**src/rtl/kwu_pkg.sv**
```systemverilog
// Package with register map, reset values and modes of the key wakeup block
package kwu_pkg;
  // ****************************************
  // Register map
  // ****************************************
  localparam logic [11:0] KWU_ENABLE_OFFSET = 12'hF9F;  // Key wakeup enable, write-only
  localparam logic [11:0] KWU_CONTROL_OFFSET = 12'hFA0;  // Standby control and status
  localparam logic [15:0] KWU_ENABLE_BYTE_ADDR = 16'h3E7C;  // Index times four
  localparam int KWU_ADDR_W = 16;
  localparam logic [15:0] KWU_ENABLE_ADDR = 16'h3E7C;  // Byte address of enable register
  localparam logic [15:0] KWU_CONTROL_ADDR = 16'h3E80;  // Byte address of control register
  // ****************************************
  // Field layout and reset values
  // ****************************************
  localparam int KWU_KEY_COUNT = 4;
  localparam int KWU_EN_LSB = 4;  // Enable bits 7..4 map keys 3..0
  localparam int KWU_CTL_RELM = 0;  // Release mode select
  localparam int KWU_CTL_STOP = 1;  // Standby-entry request, write 1
  localparam int KWU_STS_STBY = 8;  // In standby
  localparam int KWU_STS_WAKE = 9;  // Wake request level
  localparam logic [3:0] KWU_EN_RESET = 4'h0;
  localparam logic RELM_RESET = 1'b0;
  localparam logic [31:0] KWU_UNDEF_READ = 32'h00000000;  // Read of write-only register
  // ****************************************
  // Standby states
  // ****************************************
  typedef enum logic [1:0] {KWU_RUN, KWU_STANDBY, KWU_WARMUP} kwu_state_type;
endpackage

```
**src/rtl/kwu_edge_det.sv**
```systemverilog
// Rising edge detector for the standby-release pin
`timescale 1ns/1ps
module kwu_edge_det (
  input wire logic i_core_clk,  // Core clock
  input wire logic i_sys_rst,  // Async reset, high
  input wire logic i_level,  // Sampled input level
  output logic o_rise  // One-cycle rising edge pulse
);
  logic prev;
  logic next_prev;
  // Next value of delayed level
  always_comb begin
    next_prev = i_level;
  end
  // Delay register
  always_ff @(posedge i_core_clk or posedge i_sys_rst) begin
    if (i_sys_rst) begin
      prev <= 1'b1;
    end else begin
      prev <= next_prev;
    end
  end
  assign o_rise = i_level & ~prev;
endmodule

```
**src/rtl/kwu_key_mask.sv**
```systemverilog
// Enable-gated low-level detector for one key wakeup pin
`timescale 1ns/1ps
module kwu_key_mask (
  input wire logic i_enable,  // Key enable bit
  input wire logic i_pin,  // Key wakeup pin level, separate input path
  output logic o_active  // Enabled and low
);
  assign o_active = i_enable & ~i_pin;
endmodule

```
**src/rtl/kwu_top.sv**
```systemverilog
// Key wakeup standby release block with Avalon-MM registers
// ****************************************
// Summary of operation
// - Four key pins plus release pin wake
// - Bits 7..4 enable key pins 3..0
// - Enable register write-only, upper bits reset zero
// - Level mode: enabled key low releases
// - Release pin: high level or rising edge
// - Wake condition at entry skips standby
// - Release pin always participates, no enable
// - Wake detector uses its own input path
// ****************************************
`timescale 1ns/1ps
module kwu_top (
  input wire logic i_core_clk,  // Core clock, 125 MHz
  input wire logic i_sys_rst,  // Async reset, high
  input wire logic [kwu_pkg::KWU_ADDR_W-1:0] i_avs_address,  // Byte address
  input wire logic i_avs_read,  // Read strobe
  input wire logic i_avs_write,  // Write strobe
  input wire logic [31:0] i_avs_writedata,  // Write data
  input wire logic [3:0] i_avs_byteenable,  // Byte lanes
  output logic [31:0] o_avs_readdata,  // Read data
  output logic o_avs_waitrequest,  // Wait request
  input wire logic [3:0] i_key_wake_in,  // Key wakeup pins 3..0
  input wire logic i_standby_release,  // Dedicated release pin
  output logic o_standby,  // Device is in standby
  output logic o_warmup_start  // One-cycle warm-up start pulse
);
  import kwu_pkg::*;

  // ****************************************
  // State
  // ****************************************
  logic [3:0] key_en;
  logic [3:0] next_key_en;
  logic release_mode;
  logic next_release_mode;
  kwu_state_type state;
  kwu_state_type next_state;
  logic [31:0] readdata;
  logic [31:0] next_readdata;
  logic ack;
  logic next_ack;
  logic warm;
  logic next_warm;
  logic [3:0] key_active;
  logic pin_rise;
  logic pin_cond;
  logic key_cond;
  logic wake_req;
  logic entry_wake;
  logic acc;
  logic wr_en;
  logic wr_ctl;
  logic stop_cmd;

  // ****************************************
  // Wake detection
  // ****************************************
  // Dedicated detector path
  genvar g;
  generate
    for (g = 0; g < KWU_KEY_COUNT; g++) begin : g_key
      kwu_key_mask u_mask (
        .i_enable(key_en[g]),
        .i_pin(i_key_wake_in[g]),
        .o_active(key_active[g])
      );
    end
  endgenerate

  kwu_edge_det u_edge (
    .i_core_clk(i_core_clk),
    .i_sys_rst(i_sys_rst),
    .i_level(i_standby_release),
    .o_rise(pin_rise)
  );

  assign pin_cond = release_mode ? i_standby_release : pin_rise;
  assign key_cond = release_mode & (|key_active);
  assign wake_req = pin_cond | key_cond;
  assign entry_wake = i_standby_release | (|key_active);

  // ****************************************
  // Avalon-MM slave
  // ****************************************
  // Access decode, one wait cycle per access
  // Writes land in the answer cycle, when waitrequest is low
  assign acc = (i_avs_read | i_avs_write) & ~ack;
  assign wr_en = ack & i_avs_write & (i_avs_address == KWU_ENABLE_ADDR) & i_avs_byteenable[0];
  assign wr_ctl = ack & i_avs_write & (i_avs_address == KWU_CONTROL_ADDR) & i_avs_byteenable[0];
  assign stop_cmd = wr_ctl & i_avs_writedata[KWU_CTL_STOP];
  assign o_avs_waitrequest = (i_avs_read | i_avs_write) & ~ack;

  // Register and bus next values
  always_comb begin
    next_key_en = key_en;
    next_release_mode = release_mode;
    next_readdata = readdata;
    next_ack = acc;
    if (wr_en) begin
      next_key_en = i_avs_writedata[KWU_EN_LSB +: KWU_KEY_COUNT];
    end
    if (wr_ctl) begin
      next_release_mode = i_avs_writedata[KWU_CTL_RELM];
    end
    if (acc & i_avs_read) begin
      next_readdata = 32'h00000000;
      unique case (i_avs_address)
        KWU_ENABLE_ADDR: next_readdata = KWU_UNDEF_READ;
        KWU_CONTROL_ADDR: begin
          next_readdata[KWU_CTL_RELM] = release_mode;
          next_readdata[KWU_STS_STBY] = (state == KWU_STANDBY);
          next_readdata[KWU_STS_WAKE] = wake_req;
        end
        default: next_readdata = 32'h00000000;
      endcase
    end
  end

  always_ff @(posedge i_core_clk or posedge i_sys_rst) begin
    if (i_sys_rst) begin
      key_en <= KWU_EN_RESET;
      release_mode <= RELM_RESET;
      readdata <= 32'h00000000;
      ack <= 1'b0;
    end else begin
      key_en <= next_key_en;
      release_mode <= next_release_mode;
      readdata <= next_readdata;
      ack <= next_ack;
    end
  end
  assign o_avs_readdata = readdata;

  // ****************************************
  // Standby sequencer
  // ****************************************
  // Next state and warm-up pulse
  always_comb begin
    next_state = state;
    next_warm = 1'b0;
    unique case (state)
      KWU_RUN: begin
        if (stop_cmd) begin
          if (entry_wake) begin
            next_state = KWU_WARMUP;
          end else begin
            next_state = KWU_STANDBY;
          end
        end
      end
      KWU_STANDBY: begin
        if (wake_req) begin
          next_state = KWU_WARMUP;
        end
      end
      KWU_WARMUP: begin
        next_warm = 1'b1;
        next_state = KWU_RUN;
      end
      default: next_state = KWU_RUN;
    endcase
  end

  // State registers
  always_ff @(posedge i_core_clk or posedge i_sys_rst) begin
    if (i_sys_rst) begin
      state <= KWU_RUN;
      warm <= 1'b0;
    end else begin
      state <= next_state;
      warm <= next_warm;
    end
  end
  assign o_standby = (state == KWU_STANDBY);
  assign o_warmup_start = warm;

  // ****************************************
  // Assertions
  // ****************************************
  key_level_wake_a: assert property (@(posedge i_core_clk) disable iff (i_sys_rst)
    (state == KWU_STANDBY && release_mode && (|(key_en & ~i_key_wake_in))) |=> state == KWU_WARMUP)
    else $error("enabled low key did not wake");
  key_edge_ignore_a: assert property (@(posedge i_core_clk) disable iff (i_sys_rst)
    (state == KWU_STANDBY && !release_mode && !pin_rise) |=> state == KWU_STANDBY)
    else $error("edge mode woke without rising edge");
  pin_level_wake_a: assert property (@(posedge i_core_clk) disable iff (i_sys_rst)
    (state == KWU_STANDBY && release_mode && i_standby_release) |=> ##1 o_warmup_start)
    else $error("release pin level did not wake");
  disabled_key_a: assert property (@(posedge i_core_clk) disable iff (i_sys_rst)
    (state == KWU_STANDBY && !i_standby_release && key_en == 4'h0) |=> state == KWU_STANDBY)
    else $error("disabled key woke");
  entry_skip_a: assert property (@(posedge i_core_clk) disable iff (i_sys_rst)
    (state == KWU_RUN && stop_cmd && i_standby_release) |=> !o_standby ##1 o_warmup_start)
    else $error("standby entered despite pending wake");
  enable_write_a: assert property (@(posedge i_core_clk) disable iff (i_sys_rst)
    wr_en |=> key_en == $past(i_avs_writedata[7:4]))
    else $error("enable write not stored");
  read_keeps_en_a: assert property (@(posedge i_core_clk) disable iff (i_sys_rst)
    (acc && i_avs_read) |=> $stable(key_en))
    else $error("read altered enables");
  wake_or_a: assert property (@(posedge i_core_clk) disable iff (i_sys_rst)
    wake_req == ((release_mode ? i_standby_release : pin_rise) | (release_mode & |(key_en & ~i_key_wake_in))))
    else $error("wake request mis-formed");
  bus_answer_a: assert property (@(posedge i_core_clk) disable iff (i_sys_rst)
    (i_avs_read && !ack) |=> !o_avs_waitrequest)
    else $error("bus answer late");
  wait_first_a: assert property (@(posedge i_core_clk) disable iff (i_sys_rst)
    ((i_avs_read || i_avs_write) && !ack) |-> o_avs_waitrequest)
    else $error("bus answered without wait");
  key_hold_a: assert property (@(posedge i_core_clk) disable iff (i_sys_rst)
    !wr_en |=> $stable(key_en))
    else $error("enables changed without write");
  mode_hold_a: assert property (@(posedge i_core_clk) disable iff (i_sys_rst)
    !wr_ctl |=> $stable(release_mode))
    else $error("release mode changed without write");

  // Release sequence shape
  edge_pin_wake_a: assert property (@(posedge i_core_clk) disable iff (i_sys_rst)
    (state == KWU_STANDBY && !release_mode && pin_rise) |=> state == KWU_WARMUP)
    else $error("rising release edge did not wake");
  edge_low_pin_a: assert property (@(posedge i_core_clk) disable iff (i_sys_rst)
    (state == KWU_STANDBY && !release_mode && !i_standby_release) |=> o_standby)
    else $error("edge mode woke with release pin low");
  pin_always_a: assert property (@(posedge i_core_clk) disable iff (i_sys_rst)
    (state == KWU_STANDBY && release_mode && i_standby_release) |=> state == KWU_WARMUP)
    else $error("release pin ignored in level mode");
  warmup_run_a: assert property (@(posedge i_core_clk) disable iff (i_sys_rst)
    (state == KWU_WARMUP) |=> (state == KWU_RUN && o_warmup_start))
    else $error("warm-up did not return to run");
  warm_single_a: assert property (@(posedge i_core_clk) disable iff (i_sys_rst)
    o_warmup_start |=> !o_warmup_start)
    else $error("warm-up pulse longer than one cycle");
  pulse_run_a: assert property (@(posedge i_core_clk) disable iff (i_sys_rst)
    o_warmup_start |-> state == KWU_RUN)
    else $error("warm-up pulse outside run state");

  // Entry-time checks, key mode and detector path
  entry_key_skip_a: assert property (@(posedge i_core_clk) disable iff (i_sys_rst)
    (state == KWU_RUN && stop_cmd && (|key_active)) |=> !o_standby ##1 o_warmup_start)
    else $error("standby entered despite low enabled key");
  entry_enter_a: assert property (@(posedge i_core_clk) disable iff (i_sys_rst)
    (state == KWU_RUN && stop_cmd && !entry_wake) |=> o_standby)
    else $error("standby not entered");
  standby_stop_a: assert property (@(posedge i_core_clk) disable iff (i_sys_rst)
    (state == KWU_STANDBY && stop_cmd && !wake_req) |=> o_standby)
    else $error("entry write disturbed standby");
  key_mode_a: assert property (@(posedge i_core_clk) disable iff (i_sys_rst)
    !release_mode |-> !key_cond)
    else $error("key wake outside level mode");
  detect_path_a: assert property (@(posedge i_core_clk) disable iff (i_sys_rst)
    key_active == (key_en & ~i_key_wake_in))
    else $error("key detector path wrong");

  // Register reads
  read_enable_a: assert property (@(posedge i_core_clk) disable iff (i_sys_rst)
    (ack && i_avs_read && i_avs_address == KWU_ENABLE_ADDR) |-> o_avs_readdata == KWU_UNDEF_READ)
    else $error("enable read value wrong");
  read_mode_a: assert property (@(posedge i_core_clk) disable iff (i_sys_rst)
    (ack && i_avs_read && i_avs_address == KWU_CONTROL_ADDR) |-> o_avs_readdata[KWU_CTL_RELM] == release_mode)
    else $error("release mode read wrong");
  read_standby_a: assert property (@(posedge i_core_clk) disable iff (i_sys_rst)
    (ack && i_avs_read && i_avs_address == KWU_CONTROL_ADDR) |->
    o_avs_readdata[KWU_STS_STBY] == $past(o_standby))
    else $error("standby status read wrong");
  read_unmapped_a: assert property (@(posedge i_core_clk) disable iff (i_sys_rst)
    (ack && i_avs_read && i_avs_address != KWU_ENABLE_ADDR && i_avs_address != KWU_CONTROL_ADDR) |->
    o_avs_readdata == 32'h00000000)
    else $error("unmapped read not zero");

  cover_key_wake: cover property (@(posedge i_core_clk) disable iff (i_sys_rst)
    state == KWU_STANDBY && key_cond ##1 state == KWU_WARMUP);
  cover_edge_wake: cover property (@(posedge i_core_clk) disable iff (i_sys_rst)
    state == KWU_STANDBY && !release_mode && pin_rise);
  cover_skip: cover property (@(posedge i_core_clk) disable iff (i_sys_rst)
    state == KWU_RUN && stop_cmd && entry_wake);
  // Level release by the dedicated pin, and status reads
  cover_level_pin: cover property (@(posedge i_core_clk) disable iff (i_sys_rst)
    state == KWU_STANDBY && release_mode && i_standby_release);
  cover_read_ctl: cover property (@(posedge i_core_clk) disable iff (i_sys_rst)
    ack && i_avs_read && i_avs_address == KWU_CONTROL_ADDR);
endmodule

```
**config.mk**
```make
export PLATFORM = sky130hd
export DESIGN_NAME = kwu_top
export DESIGN_NICKNAME = d
export VERILOG_FILES = /design/src/rtl/kwu_pkg.sv /design/src/rtl/kwu_edge_det.sv /design/src/rtl/kwu_key_mask.sv /design/src/rtl/kwu_top.sv
export SDC_FILE = /design/constraint.sdc
export NUM_CORES = 1
export LEC_CHECK = 0
export BUFFER_PORTS_ARGS = -buffer_cell sky130_fd_sc_hd__buf_2
export CORE_MARGIN = 10
export CORE_UTILIZATION = 31
export DETAILED_ROUTE_END_ITERATION = 7
export PLACE_DENSITY = 0.82
export SETUP_SLACK_MARGIN = 0.2
export SLEW_MARGIN = 20
export SYNTH_ARGS = -nofsm -noshare
export SYNTH_HDL_FRONTEND = slang
export SYNTH_SLANG_ARGS = --single-unit
```
**constraint.sdc**
```tcl
create_clock -name i_core_clk -period 1.4 [get_ports i_core_clk]
set_input_delay 0.28 -clock i_core_clk [delete_from_list [all_inputs] [get_ports i_core_clk]]
set_output_delay 0.28 -clock i_core_clk [all_outputs]
set_load 0.03 [all_outputs]
```
Word level (Yosys, flattened, before mapping)
Index checks and enable logic that the tools add are counted. W data, S select, Z words.

Register bits: 13. Input bits: 61. Output and inout bits: 35.

Equality and inequality tests: 6. Muxes and demuxes: 8. Bitwise gates (word level): 23. Reductions and logical operators: 3.

Operators by type and width (number): $eq A16 B14 Y1 const B (2); $and A1 B1 Y1 (14); $mux W2 (4); $not A1 Y1 (6); $pmux W2 S2 (1); $reduce_or A4 Y1 (1); $mux W1 (3); $or A1 B1 Y1 (3); $eq A2 B1 Y1 const B (1); $eq A2 B2 Y1 const B (1); $logic_not A2 Y1 (1); $ne A2 B1 Y1 const B (1); $ne A2 B2 Y1 const B (1); $reduce_and A2 Y1 (1).

Logic depth before layout (Yosys ltp)
Depth in word-level cells: 7. Mapped depth: 4. Depth with buffers taken out: 4.

Cells and area by module
Synthesis repeated with hierarchy kept, for this count alone.

Cells, all modules: 91. Area total of the unflattened synthesis: 925.9 um^2.

Modules (own cells, without submodules): kwu_top (instances 1, cells an instance 84, area each 827.0 um^2, seq. area each 300.3 um^2); kwu_key_mask (instances 4, cells an instance 1, area each 13.8 um^2, seq. area each 0.0 um^2); kwu_edge_det (instances 1, cells an instance 3, area each 43.8 um^2, seq. area each 26.3 um^2).

Worst setup path before layout
No wires, ideal clock.

Path kind: input to register. From: input i_avs_address[1] in the netlist's numbering. To: register key_en[0]. Library setup time: 0.128 ns. Data arrival time: 1.612 ns. Setup slack: -0.340 ns. Stages: 4. Cells stage by stage: or4b_4 nor4_4 nand4_2 mux2_1.

Word-level cells in the longest chain between the ends: 3.

RTL lines: start: declaration (line kwu_top.sv:17) `input wire logic [kwu_pkg::KWU_ADDR_W-1:0] i_avs_address,`; $eq A16 B14 Y1 (line kwu_top.sv:90) `assign wr_en = ack & i_avs_write & (i_avs_address == KWU_ENABLE_ADDR) & i_avs_byteenable[0];`; $and A1 B1 Y1 (2 in series) (line kwu_top.sv:90); end signal: assignment (line kwu_top.sv:128) `key_en <= next_key_en;`; end: declaration (line kwu_top.sv:34) `logic [3:0] key_en;`.

Every way passes these cells. A chain may end at the register's enable or synchronous reset.

Worst setup path after layout
Ends and elaborated chain as after synthesis.

==> out/metrics.cfg <==
[outcome]
run_status=finished, violations left
violations=setup timing

[drt]
drt-initial-drc-count=7
drt-total-wl_mm=2.36
post_route_drc_violation_count=0
route.vias.total=742
drt-vias-per-instance=4.22
drt-pass1-iter-count=4
avgRoutedWirePerCell_microns=13.4
ant_nets=0

[floorplan]
ioPinCount=96
fp.dieArea_sq_mm=0.00550
floorplan.initialDensity_pct=32.7
die_y_microns=74.2
die_x_microns=74.2
std_cell_rows=19
placeableCoreArea_sq_mm=0.00278

[cells_and_area]
area_delta_synth_final_pct=31.8
n_fill_cell=290
finish.instance_area_sq_mm=0.00120
final_nets=207
antenna-diode-count=0
layout-drive-gt1-share_pct=49.7

[synth]
seq_total_area_yosys_pct=35.9
postSynth.asyncResetShare_pct=100
netlist.area_leader.share_pct=33.0
syn_inst=95
ys_top_cells_by_count=sky130_fd_sc_hd__buf_4 (29), sky130_fd_sc_hd__dfrtp_1 (12), sky130_fd_sc_hd__inv_1 (7)
synth_cell_types=32
ys_top_cells_by_area=sky130_fd_sc_hd__dfrtp_1 (33%), sky130_fd_sc_hd__buf_4 (24%), sky130_fd_sc_hd__mux2_2 (3.7%)
mean_post_synth_cell_area_sq_um=9.57
yosysWarningCount=0
yosys_most_used_dff=sky130_fd_sc_hd__dfrtp_1
post_synth_instance_area_sq_um=910
synth_most_common_cell=sky130_fd_sc_hd__buf_4
synth.largest_area_cell=sky130_fd_sc_hd__dfrtp_1
synth_edf_count=0
synth.ff_latch_count=13

[critical_path]
worstPathArrival_ps=1700
critical_path.max_stage_delay_ps=550
criticalPathCategory=in2reg
path_cells=buf_6 -> or4b_4 -> nor4_4 -> nand4_2 -> mux2_1
reg2reg_setup_slack_ps=-70
sort_of_element_at_the_start_of_the_critical_path=input pin
crit_fanout=4
cp_data_required_time_ps=1560
timing.critical_path.slowest_stage_cell=sky130_fd_sc_hd__or4b_4
worstSetupEndpointType=flop

[pwr]
p_int_uw=665
part_of_the_power_in_registers_pct=39.0
p_sw_uw=388
clock_power_share_pct=22.0
cellPowerDensity_mw_per_mm2=879
power_leakage_nw=0.644
power.ir.vdd_worst_mv=0.565
design_power_total_mw=1.05
comb_power_share_pct=39.0
power_switching_share_pct=36.8

[placed_design]
detailedPlace.worstSlack_ps=-455
gpl.final_weighted_congestion=0.782
hpwlAfterDp_mm=2.00
postPlaceCellArea_sq_mm=0.00107
numPortBuffers=37

[sta]
final.period_utilization_pct=110
fmax_mhz=651
whs_ps=8.83
number_of_hold_violations_in_the_final_report=0
slew_violations=0
finClkSkew_ps=1.65
worst_slack_ps=-137
setup-violations-final=6
grt_setup_unrepaired=yes
fin_crit_ps=1540

[clock_tree]
insertion_delay_to_the_later_sink_of_the_worst_skew_pair_ps=270
cts_tree=yes
clk_pin_slew_ps=80
holdBufCountCts=0
cts_buffer_depth=2
cts.root.buffer_cell=sky130_fd_sc_hd__clkbuf_4
cts.htree.levels=1
clock_sinks=13
numCtsBuffers=3

[min_path]
hold_path_class=in2async

[grt]
gr-total-overflow=0
grt_max_degree=14
antenna_found_initial=0
tot_gr_track_use_pct=8.76
grt_pass1_vias=860
grt_first_pass_wirelength_mm=3.80

[job]
max_cap_violations=0

kinds of logic after synthesis:
logic type / share of synthesized area, %
compound gates: 10.0
buf+inv: 26.8
flops: 35.9
mux: 6.19
other cells: 0.412
simple gates: 20.6
timing repair:
item | CTS | global route
gates resized for setup | 17 | 4
pin swaps | 4 | 2
buffers inserted | 4 | 0
cloned | 0 | 0
endpoints found under the setup margin | 12 | 12
final cells by class:
cell class,count,area (sq um),area share (%)
Multi-Input combinational cell,74,502,41.9
Inverter,7,26.3,2.19
Tap cell,31,38.8,3.24
Clock buffer,4,26.3,2.19
Timing Repair Buffer,47,279,23.3
Sequential cell,13,327,27.2
sequential cells by signal (all words and copies together), names as in the netlist:
register	cells
key_en	4
o_avs_readdata	3
state	2
ack	1
o_warmup_start	1
release_mode	1
u_edge.prev	1
power by group through the flow:
stage | sequential [mW] | combinational, mW | clock (mW)
5_1_grt | 0.412 | 0.441 | 0.276
4_1_cts | 0.409 | 0.394 | 0.245
3_3_place_gp | 0.419 | 0.297 | 0
2_1_floorplan | 0.421 | 0.266 | 0
3_5_place_dp | 0.422 | 0.301 | 0
6_report | 0.411 | 0.411 | 0.232
final timing paths:
| kind | startpoint | endpoint | cells after the start |
|---|---|---|---|
| max in group asynchronous | i_sys_rst | u_edge.prev | 2 |
| hold reg to reg | o_avs_readdata[0] | o_avs_readdata[0] | 2 |
| hold / removal | i_sys_rst | key_en[2] | 2 |
| setup / recovery | i_avs_address[1] | key_en[0] | 5 |
| min in group i_core_clk | i_standby_release | u_edge.prev | 1 |
| setup reg to reg | ack | key_en[0] | 4 |
stage by stage:
step	util, %	TNS (ps)	std cells
4_1_cts	42.4	-500	176
2_1_floorplan	-	-1700	123
3_3_place_gp	38.3	-3310	168
5_1_grt	43.1	-863	176
3_5_place_dp	38.3	-3520	168
6_report	43.1	-485	176
per-layer routing:
layer  share of wire [%]  vias to the layer above  GRT usage (%)
met5                   0                        -              0
li1                    -                      370              -
met1                  33                      340           7.46
met3                  13                        0           5.72
met4                   0                        0           1.86
met2                  54                       32           16.6
worst max-delay path: cells and delay by family:
| family | cells | cell delay (ps) |
|---|---|---|
| multiplexers | 1 | 350 |
| buffers and inverters | 1 | 90 |
| AND/OR/NAND/NOR | 3 | 980 |
cell usage in the layout (no fill, tap or decap), drive strengths merged:
cell	count
nor3	1
mux2	5
nand4	3
conb	29
buf	47
or4b	2
nand3	2
a21o	1
o221ai	1
nor3b	1
inv	7
nand2	4
a21oi	1
dfstp	1
nor2b	1
and4b	1
nand2b	3
dfrtp	12
a2bb2oi	1
nor2	5
or4	1
clkbuf	4
or2	1
a211oi	2
o221a	1
a22oi	1
nor4	2
o21ai	4
o31ai	1
No activity file was read; power rests on OpenSTA's default activity.
